## src/usu_pkg.sv

```systemverilog
// package: register map, field layout, timing and pin carriers
package usu_pkg;

  // ----------------------------------------------------------------
  // timing
  // ----------------------------------------------------------------
  localparam int CLK_PERIOD_NS = 10;
  localparam int SDA_DELAY_NS = 50;
  localparam int SDA_DELAY_CYC =
    (SDA_DELAY_NS + CLK_PERIOD_NS - 1) / CLK_PERIOD_NS;

  // ----------------------------------------------------------------
  // register map (byte addresses, one word each)
  // ----------------------------------------------------------------
  localparam logic [3:0] ADR_DATA = 4'h0;
  localparam logic [3:0] ADR_STAT = 4'h4;
  localparam logic [3:0] ADR_CTRL = 4'h8;

  localparam int STAT_START_BIT = 7;
  localparam int STAT_WRAP_BIT = 6;
  localparam int STAT_CNT_LSB = 0;
  localparam int CTRL_WM_LSB = 4;
  localparam int CTRL_CS_LSB = 2;
  localparam int CTRL_CLK_BIT = 1;
  localparam int CTRL_TGL_BIT = 0;

  localparam logic [7:0] DATA_RST = 8'h00;
  localparam logic [3:0] CNT_RST = 4'h0;
  localparam logic [1:0] CS_RST = 2'h0;
  localparam logic [3:0] CNT_MAX = 4'hf;

  // ----------------------------------------------------------------
  // encodings
  // ----------------------------------------------------------------
  typedef enum logic [1:0] {
    WM_OFF = 2'h0,
    WM_THREE = 2'h1,
    WM_TWO = 2'h2,
    WM_TWO_HOLD = 2'h3
  } usu_wire_mode_t;

  localparam logic [1:0] CS_SOFT = 2'h0;
  localparam logic [1:0] CS_TIMER = 2'h1;

  // ----------------------------------------------------------------
  // carriers
  // ----------------------------------------------------------------
  typedef struct packed {
    logic scl;
    logic sda;
  } usu_pins_in_t;

  typedef struct packed {
    logic scl_o;
    logic scl_oe_n;
    logic sda_o;
    logic sda_oe_n;
    logic do_o;
    logic do_oe_n;
  } usu_pins_out_t;

  typedef struct packed {
    logic sda_bit;
    logic scl_dir;
    logic do_dir;
  } usu_port_t;

endpackage

```

## src/usu_serial_unit.sv

```systemverilog
// universal serial shift unit: shift register, edge counter, start detector
`timescale 1ns/100ps

module usu_serial_unit
  import usu_pkg::*;
(
  input wire logic clk,
  input wire logic rst,
  input wire logic wb_cyc_i,
  input wire logic wb_stb_i,
  input wire logic wb_we_i,
  input wire logic [3:0] wb_adr_i,
  input wire logic [3:0] wb_sel_i,
  input wire logic [31:0] wb_dat_i,
  output logic [31:0] wb_dat_o,
  output logic wb_ack_o,
  input wire logic tmr_match,
  input wire usu_port_t port_i,
  input wire usu_pins_in_t pins_i,
  output usu_pins_out_t pins_o,
  output logic start_seen
);

  // ----------------------------------------------------------------
  // bus slave
  // ----------------------------------------------------------------
  function automatic logic hit(input logic [3:0] adr,
                               input logic [3:0] reg_adr);
    hit = (adr == reg_adr);
  endfunction

  logic ack_q;
  logic [31:0] rdat_q;
  wire req = wb_cyc_i & wb_stb_i;
  // writes land on the edge that also samples ack
  wire wr = req & ack_q & wb_we_i & wb_sel_i[0];
  wire wr_data = wr & hit(wb_adr_i, ADR_DATA);
  wire wr_stat = wr & hit(wb_adr_i, ADR_STAT);
  wire wr_ctrl = wr & hit(wb_adr_i, ADR_CTRL);

  assign wb_ack_o = ack_q;
  assign wb_dat_o = rdat_q;

  // ----------------------------------------------------------------
  // pin synchronisers
  // ----------------------------------------------------------------
  // no glitch filter on purpose: only a plain two-stage sampler
  logic [1:0] scl_sync_q;
  logic [1:0] sda_sync_q;
  logic scl_prev_q;
  wire scl_s = scl_sync_q[1];
  wire sda_s = sda_sync_q[1];
  wire scl_rise = scl_s & ~scl_prev_q;
  wire scl_fall = ~scl_s & scl_prev_q;

  always_ff @(posedge clk) begin
    if (rst) begin
      scl_sync_q <= 2'h3;
      sda_sync_q <= 2'h3;
      scl_prev_q <= 1'b1;
    end else begin
      scl_sync_q <= {scl_sync_q[0], pins_i.scl};
      sda_sync_q <= {sda_sync_q[0], pins_i.sda};
      scl_prev_q <= scl_s;
    end
  end

  // ----------------------------------------------------------------
  // control register
  // ----------------------------------------------------------------
  usu_wire_mode_t wm_q;
  logic [1:0] cs_q;
  logic scl_drv_q;
  wire sw_clk = wr_ctrl & wb_dat_i[CTRL_CLK_BIT];
  wire sw_tgl = wr_ctrl & wb_dat_i[CTRL_TGL_BIT];
  wire two_wire = (wm_q == WM_TWO) | (wm_q == WM_TWO_HOLD);
  wire three_wire = (wm_q == WM_THREE);
  wire ext_clk = cs_q[1];

  always_ff @(posedge clk) begin
    if (rst) begin
      wm_q <= WM_OFF;
      cs_q <= CS_RST;
      scl_drv_q <= 1'b1;
    end else begin
      if (wr_ctrl) begin
        wm_q <= usu_wire_mode_t'(wb_dat_i[CTRL_WM_LSB +: 2]);
        cs_q <= wb_dat_i[CTRL_CS_LSB +: 2];
      end
      if (sw_tgl) begin
        scl_drv_q <= ~scl_drv_q;
      end
    end
  end

  // ----------------------------------------------------------------
  // clock source selection
  // ----------------------------------------------------------------
  // edges come from the pin in every wire mode, even with outputs off
  wire ext_shift = cs_q[0] ? scl_fall : scl_rise;
  wire shift_tick = (cs_q == CS_SOFT) ? sw_clk :
                    (cs_q == CS_TIMER) ? tmr_match : ext_shift;
  wire cnt_tick = (cs_q == CS_SOFT) ? sw_clk :
                  (cs_q == CS_TIMER) ? tmr_match :
                  (scl_rise | scl_fall);

  // ----------------------------------------------------------------
  // shift register and output latch
  // ----------------------------------------------------------------
  logic [7:0] sr_q;
  logic out_q;
  // a write beats a shift in the same cycle
  wire [7:0] sr_d = wr_data ? wb_dat_i[7:0] :
                    shift_tick ? {sr_q[6:0], sda_s} : sr_q;
  // open while the clock sits on the level before the sampling edge, and always without an external clock
  wire latch_open = ~ext_clk | (cs_q[0] ? scl_s : ~scl_s);

  always_ff @(posedge clk) begin
    if (rst) begin
      sr_q <= DATA_RST;
      out_q <= DATA_RST[7];
    end else begin
      sr_q <= sr_d;
      if (latch_open) begin
        out_q <= sr_d[7];
      end
    end
  end

  // ----------------------------------------------------------------
  // edge counter
  // ----------------------------------------------------------------
  logic [3:0] cnt_q;
  wire wr_cnt = wr_stat;
  wire wrap_evt = cnt_tick & (cnt_q == CNT_MAX) & ~wr_cnt;

  always_ff @(posedge clk) begin
    if (rst) begin
      cnt_q <= CNT_RST;
    end else if (wr_cnt) begin
      cnt_q <= wb_dat_i[STAT_CNT_LSB +: 4];
    end else if (cnt_tick) begin
      cnt_q <= cnt_q + 4'h1;
    end
  end

  // ----------------------------------------------------------------
  // start detector
  // ----------------------------------------------------------------
  // the delayed data line lets the clock level settle before sampling
  logic [SDA_DELAY_CYC:0] sda_dly_q;
  wire start_det = two_wire & scl_s &
                   sda_dly_q[SDA_DELAY_CYC] &
                   ~sda_dly_q[SDA_DELAY_CYC-1];

  always_ff @(posedge clk) begin
    if (rst) begin
      sda_dly_q <= '1;
    end else begin
      sda_dly_q <= {sda_dly_q[SDA_DELAY_CYC-1:0], sda_s};
    end
  end

  // ----------------------------------------------------------------
  // flags and clock hold
  // ----------------------------------------------------------------
  logic start_q;
  logic wrap_q;
  logic hold_start_q;
  wire clr_start = wr_stat & wb_dat_i[STAT_START_BIT];
  wire clr_wrap = wr_stat & wb_dat_i[STAT_WRAP_BIT];
  // a new start event wins over a clear in the same cycle; a status write suppresses the wrap event
  wire start_d = start_det | (start_q & ~clr_start);
  wire wrap_d = wrap_evt | (wrap_q & ~clr_wrap);
  wire hold_start_d = two_wire & start_d &
                      (hold_start_q | (start_q & scl_fall));
  wire scl_hold = two_wire &
                  (hold_start_q | ((wm_q == WM_TWO_HOLD) & wrap_q));

  always_ff @(posedge clk) begin
    if (rst) begin
      start_q <= 1'b0;
      wrap_q <= 1'b0;
      hold_start_q <= 1'b0;
    end else begin
      start_q <= start_d;
      wrap_q <= wrap_d;
      hold_start_q <= hold_start_d;
    end
  end

  // flag is live without cpu help, usable as a wake request
  assign start_seen = start_q;

  // ----------------------------------------------------------------
  // register read
  // ----------------------------------------------------------------
  wire [31:0] stat_word = {24'h000000, start_q, wrap_q, 2'h0, cnt_q};
  wire [31:0] ctrl_word = {26'h0000000, wm_q, cs_q, 2'h0};
  wire [31:0] rmux = hit(wb_adr_i, ADR_DATA) ? {24'h000000, sr_q} :
                     hit(wb_adr_i, ADR_STAT) ? stat_word :
                     hit(wb_adr_i, ADR_CTRL) ? ctrl_word : 32'h00000000;

  always_ff @(posedge clk) begin
    if (rst) begin
      ack_q <= 1'b0;
      rdat_q <= 32'h00000000;
    end else begin
      ack_q <= req & ~ack_q;
      if (req & ~ack_q) begin
        rdat_q <= rmux;
      end
    end
  end

  // ----------------------------------------------------------------
  // pin drivers
  // ----------------------------------------------------------------
  // open drain data: in two-wire mode released only when both latched bit 7 and port bit are one
  wire sda_low = two_wire & (~out_q | ~port_i.sda_bit);
  wire scl_low_2w = two_wire & (scl_hold | ~scl_drv_q);

  always_comb begin
    pins_o.sda_o = 1'b0;
    pins_o.sda_oe_n = ~sda_low;
    pins_o.scl_o = three_wire ? scl_drv_q : 1'b0;
    pins_o.scl_oe_n = ~(scl_low_2w | (three_wire & port_i.scl_dir));
    pins_o.do_o = out_q;
    pins_o.do_oe_n = ~(three_wire & port_i.do_dir);
  end

endmodule

```

## config.mk

```make
export PLATFORM = sky130hd
export DESIGN_NAME = usu_serial_unit
export DESIGN_NICKNAME = d
export VERILOG_FILES = /design/src/usu_pkg.sv /design/src/usu_serial_unit.sv
export SDC_FILE = /design/constraint.sdc
export NUM_CORES = 1
export LEC_CHECK = 0
export BUFFER_PORTS_ARGS = -buffer_cell sky130_fd_sc_hd__buf_2
export CORE_UTILIZATION = 50
export CTS_BUF_LIST = sky130_fd_sc_hd__clkbuf_4
export DETAILED_ROUTE_END_ITERATION = 16
export PLACE_DENSITY_LB_ADDON = 0.05
export SYNTH_ARGS = -nofsm -noshare
export SYNTH_HDL_FRONTEND = slang
export SYNTH_SLANG_ARGS = --single-unit
```

## constraint.sdc

```tcl
create_clock -name clk -period 4.9 [get_ports clk]
set_input_delay 0.49 -clock clk [delete_from_list [all_inputs] [get_ports clk]]
set_output_delay 0.49 -clock clk [all_outputs]
set_load 0.05 [all_outputs]
```

# [Word level (Yosys, flattened, before mapping)]
# Cells that the tools add are included.
# Widths: inputs -> output; s select.
[op_classes] addsub=1 n_eq_ne=7 mux=14 bitwise=54 n_reduce_logical=4
[op_table] cell="$mux 8" n=4
[op_table] cell="$and 1x1->1" n=30
[op_table] cell="$not 1->1" n=14
[op_table] cell="$or 1x1->1" n=10
[op_table] cell="$eq 4x4->1 const B" n=2
[op_table] cell="$mux 4" n=2
[op_table] cell="$mux 1" n=7
[op_table] cell="$mux 6" n=1
[op_table] cell="$add 4x1->4 const B" n=1
[op_table] cell="$eq 2x1->1 const B" n=2
[op_table] cell="$eq 2x2->1 const B" n=2
[op_table] cell="$eq 4x3->1 const B" n=1
[op_table] cell="$logic_not 4->1" n=1
[op_table] cell="$reduce_bool 2->1" n=2
[op_table] cell="$logic_not 2->1" n=1
[totals] reg_bits=65 in_bits=51 out_inout_bits=40 elab_cells=96

# [Depth between registers and ports, before layout]
[depth] word_depth=11 depth_mapped=7 depth_no_buf=6

# [Least setup slack after synthesis]
# No wires, ideal clock.
[synth_timing] path_type="register -> register" from="register ack_q, in the netlist wb_ack_o" to="register sr_q[4]" setup_ps=88 t_arrival_ps=1868 required_time_ps=4812 path_slack_ps=2944 path_stages_with_launch=7 path_buffers=2 period_less_slack_ps=1956 path_cell_list="dfxtp_1 > and4_1 > clkbuf_1 > and4_4 > buf_6 > o21ai_1 > a311oi_2"
[synth_via] elab_chain_len=7 elab_cells_between_ends=9 classes_between="2 x mux; 6 x bitwise; 1 x reduce/logical"
[synth_rtl] item="from (decl)" line_no="usu_serial_unit.sv:32" text="logic ack_q;"
[synth_rtl] item="from (signal assigned)" line_no="usu_serial_unit.sv:209" text="ack_q <= req & ~ack_q;"
[synth_rtl] item="$and 1x1->1 (*) (3 in series)" line_no="usu_serial_unit.sv:36" text="wire wr = req & ack_q & wb_we_i & wb_sel_i[0];"
[synth_rtl] item="$and 1x1->1" line_no="usu_serial_unit.sv:39" text="wire wr_ctrl = wr & hit(wb_adr_i, ADR_CTRL);"
[synth_rtl] item="$and 1x1->1" line_no="usu_serial_unit.sv:74" text="wire sw_clk = wr_ctrl & wb_dat_i[CTRL_CLK_BIT];"
[synth_rtl] item="$mux 1" line_no="usu_serial_unit.sv:101" text="wire shift_tick = (cs_q == CS_SOFT) ? sw_clk :"
[synth_rtl] item="$reduce_bool 2->1 (no line)"
[synth_rtl] item="to (signal assigned)" line_no="usu_serial_unit.sv:123" text="sr_q <= sr_d;"
[synth_rtl] item="to (decl)" line_no="usu_serial_unit.sv:110" text="logic [7:0] sr_q;"
# Mark *: on every way between the ends. The rest lies on a longest branch, timed or not.
# A chain may end at the register's enable or synchronous reset.

# [Final worst setup path]
[layout_timing] from="input wb_adr_i[1]" to="register cnt_q[1]"
[layout_via] elab_chain_len=5 elab_cells_between_ends=8 classes_between="2 x eq/ne; 2 x mux; 3 x bitwise; 1 x reduce/logical"
[layout_rtl] item="from (decl)" line_no="usu_serial_unit.sv:12" text="input wire logic [3:0] wb_adr_i,"
[layout_rtl] item="$eq 4x4->1" line_no="usu_serial_unit.sv:29" text="hit = (adr == reg_adr);"
[layout_rtl] item="$and 1x1->1" line_no="usu_serial_unit.sv:39"
[layout_rtl] item="$and 1x1->1" line_no="usu_serial_unit.sv:74"
[layout_rtl] item="$mux 1" line_no="usu_serial_unit.sv:103" text="wire cnt_tick = (cs_q == CS_SOFT) ? sw_clk :"
[layout_rtl] item="$reduce_bool 2->1 (no line)"
[layout_rtl] item="to (signal assigned)" line_no="usu_serial_unit.sv:141" text="cnt_q <= wb_dat_i[STAT_CNT_LSB +: 4];"
[layout_rtl] item="to (signal assigned)" line_no="usu_serial_unit.sv:143" text="cnt_q <= cnt_q + 4'h1;"
[layout_rtl] item="to (decl)" line_no="usu_serial_unit.sv:133" text="logic [3:0] cnt_q;"
# Parallel ways exist; a longest one is shown, timed or not.

==> metrics.txt <==
Via density approximately 5.6; r2r setup slk approximately 2900 ps; most common flop cell mapped by yosys dfxtp_1; Max-Cap Viols 0; terminus of the critical flop-to-flop path cnt_q[1]; Worst EP arrival ~2300 ps; CTS tree built; adder-cell share of the synthesized area 1.70%; Hold WC Path Type in2reg; M1 GR Usage about 32%; pwr/cell area approximately 280 mW/mm²; crit end category flip-flop; initial antenna violation count 0; Setup WS post-layout 2870 ps; RePlAce Congestion approximately 0.84; worst reg2reg path startpoint wb_ack_o; routed via count approximately 1,900; Max VDD drop around 0.16 mV; Worst-Skew Late Latency approximately 360 ps; Final Core Density between 50% and 60%; Distinct cells, synth 54; router iterations before antenna repair 4; post-synthesis sequential element count 41; Total Power roughly 0.67 mW; area leader, netlist dfxtp_1; Sw Pwr between 0.15 and 0.2 mW; Root Buffer clkbuf_4; Sequential Power Share ~52%; Final Hold Fails 0; most common cell after layout, fill and taps aside dfxtp_1; synthesized area 0.00221 mm²; clock transition at the registers of the reported paths around 120 ps; DR iter-0 viols a little under 90; share of layout cells above drive strength 1 25.3%; H-tree depth 2; min cycle time layout about 2000 ps; Clock Sinks 41; met3 Resource Use GR between 5 and 6%; post-synthesis compound-gate area fraction between 15 and 20%; DP Worst Slack roughly 2500 ps; RSZ-0062 raised after global routing false; PortBufs 38; first-pass GRT wire length around 8 mm; final worst-path cycle share between 40% and 50%; Worst-Margin Slew a little over 700 ps; DRC viols 0; outcome finished clean; Post-Synth XOR/XNOR Area less than 1%; CP max FO 13; worst reg-to-reg path cell count 4; Slew Limit Headroom about 53%; CP Class in2reg; WHS Path Cells 2; top cells by area, synth dfxtp_1 37%, buf_4 9.2%, nand3_1 3.6%, nor2_1 3.2%, o21ai_0 2.9%; Die Y about 68 µm; share of the synthesized area in the top cell type ~37%; Post-Synth Simple-Gate Area between 20% and 30%; GR peak layer met2; Clock Path Buffers 2; power share of the combinational group roughly 15%; Post-DRT Antenna Nets 0; total CTS buffers 5; non-filler cells, final 331; setup TNS 0 ps; Tot GR Track Use between 20% and 30%; asr flop ratio synth 0%; final wirelength 4.95 mm; number of diodes 0; Clock Skews ~7.5 ps; Die Area about 0.0047 mm²; max frequency 0.491 GHz; row count 23; crit path launch type input port; clock share of power between 30% and 40%; # nets final between 300 and 400; post-synthesis sequential area ratio a little under two fifths; Synth Instances 250; average wire per standard cell 15.0 µm; Finish-stage setup viols 0; Core ar. between 0.004 and 0.005 mm²; Ys Warns 0; Pleak about 1.0 nW; largest family of logic cells by synthesized area simple AND/OR/NAND/NOR gates; Net Sw Frac ~30%; EDFF count, synth 0; post-synthesis mux area share about 4.3%; Post-CTS Setup Inserts 0; Area growth syn-to-layout 7.09%; GR Util met2 a little over a third; most frequent cells in the layout 41 x dfxtp_1, 38 x buf_2, 25 x conb_1; vias in the first global route between 1,500 and 2,000; IO Pins 91; Avg Cell Area, Syn ~8.8 µm²; cts hold-fix bufs 0; Starting Density between 50% and 60%; DP HPWL 3.47 mm; Final Slew Violations 0; die width a little under 70 µm; grt ovf 0; largest net degree at the start of global routing 40; Critical Path RT between 5000 and 6000 ps; Internal Power roughly 0.47 mW; Hold Crit Start pins_i[1]; placed insts ~320; worst hold endpoint scl_sync_q[0]; post-cts resize count 0
power by group through the flow:
stage                     registers [mW]  clock network, mW  logic, mW
after CTS                          0.346              0.222     0.0997
after global placement             0.353                  0     0.0990
after global routing               0.347              0.241      0.107
after detailed placement           0.353                  0     0.0994
final                              0.346              0.221     0.0997
after floorplan                    0.360                  0     0.0852
layer usage:
layer / vias to the layer above / share of wire [%]
li1: 905 / -
met1: 853 / 45
met2: 84 / 45
met3: 12 / 7.5
met4: 0 / 2.3
met5: - / 0
kinds of logic after synthesis:
group	Yosys count
flip-flops	41
other	1
AO/OA/AOI/OAI	54
multiplexers	9
adder cells (fa/ha/maj)	3
XOR/XNOR	1
AND/OR/NAND/NOR	95
buffers and inverters	46
state kept, by name (all words and copies together), names as in the netlist:
register,cells
start_seen,1
scl_prev_q,1
cs_q,2
wb_ack_o,1
hold_start_q,1
wrap_q,1
out_q,1
scl_sync_q,2
sda_sync_q,2
scl_drv_q,1
sda_dly_q,6
wb_dat_o,8
wm_q,2
cnt_q,4
sr_q,8
synthesized netlist by cell type, types with 2 or more instances:
cell type / n
ha_1: 3
nand2_1: 14
o21ai_0: 13
nor2b_1: 3
inv_1: 7
nand4_1: 4
nand3_1: 16
a311oi_1: 4
a31oi_1: 4
a22o_1: 2
nor2_1: 19
o21a_1: 2
mux2_2: 3
a311oi_2: 3
nor3_1: 5
buf_6: 2
a221oi_1: 4
nand3_2: 2
a21oi_1: 7
and4_1: 2
nand3b_1: 2
o211ai_1: 4
nand2b_1: 5
o21ai_1: 3
o221ai_1: 2
dfxtp_1: 41
clkbuf_1: 7
buf_4: 27
mux2i_1: 6
or2_2: 10
worst max-delay path, cell delays in order:
cell	delay, ps
buf_2	140
nor3_2	530
nand4_1	630
nand3_1	340
a311oi_2	130
final cells by class:
type | count | area (µm²)
fill | 403 | 1750
multi-input combinational | 187 | 1180
timing repair buffer | 38 | 190
tap | 50 | 62.6
inverter | 7 | 26.3
clock inverter | 3 | 41.3
clock buffer | 5 | 37.5
sequential | 41 | 821
worst max path at each step:
stage                            from        to  slack, ps  cells after the start
final                     wb_adr_i[1]  cnt_q[1]       2870                      5
after CTS                 wb_adr_i[1]  cnt_q[1]       2900                      5
after global placement    wb_adr_i[1]  cnt_q[0]       2490                      5
after detailed placement  wb_adr_i[1]  cnt_q[1]       2530                      5
after floorplan              wb_ack_o   sr_q[4]       2940                      6
after global routing      wb_adr_i[1]  cnt_q[1]       2750                      5
per-stage QoR:
step / hold slack (ps) / cell area, µm²
6_report: 305 / 2360
5_1_grt: 284 / 2360
4_1_cts: 300 / 2360
3_5_place_dp: 395 / 2280
3_3_place_gp: 392 / 2280
2_1_floorplan: 387 / 2300
Note: power is estimated with default switching activity, not from simulation.
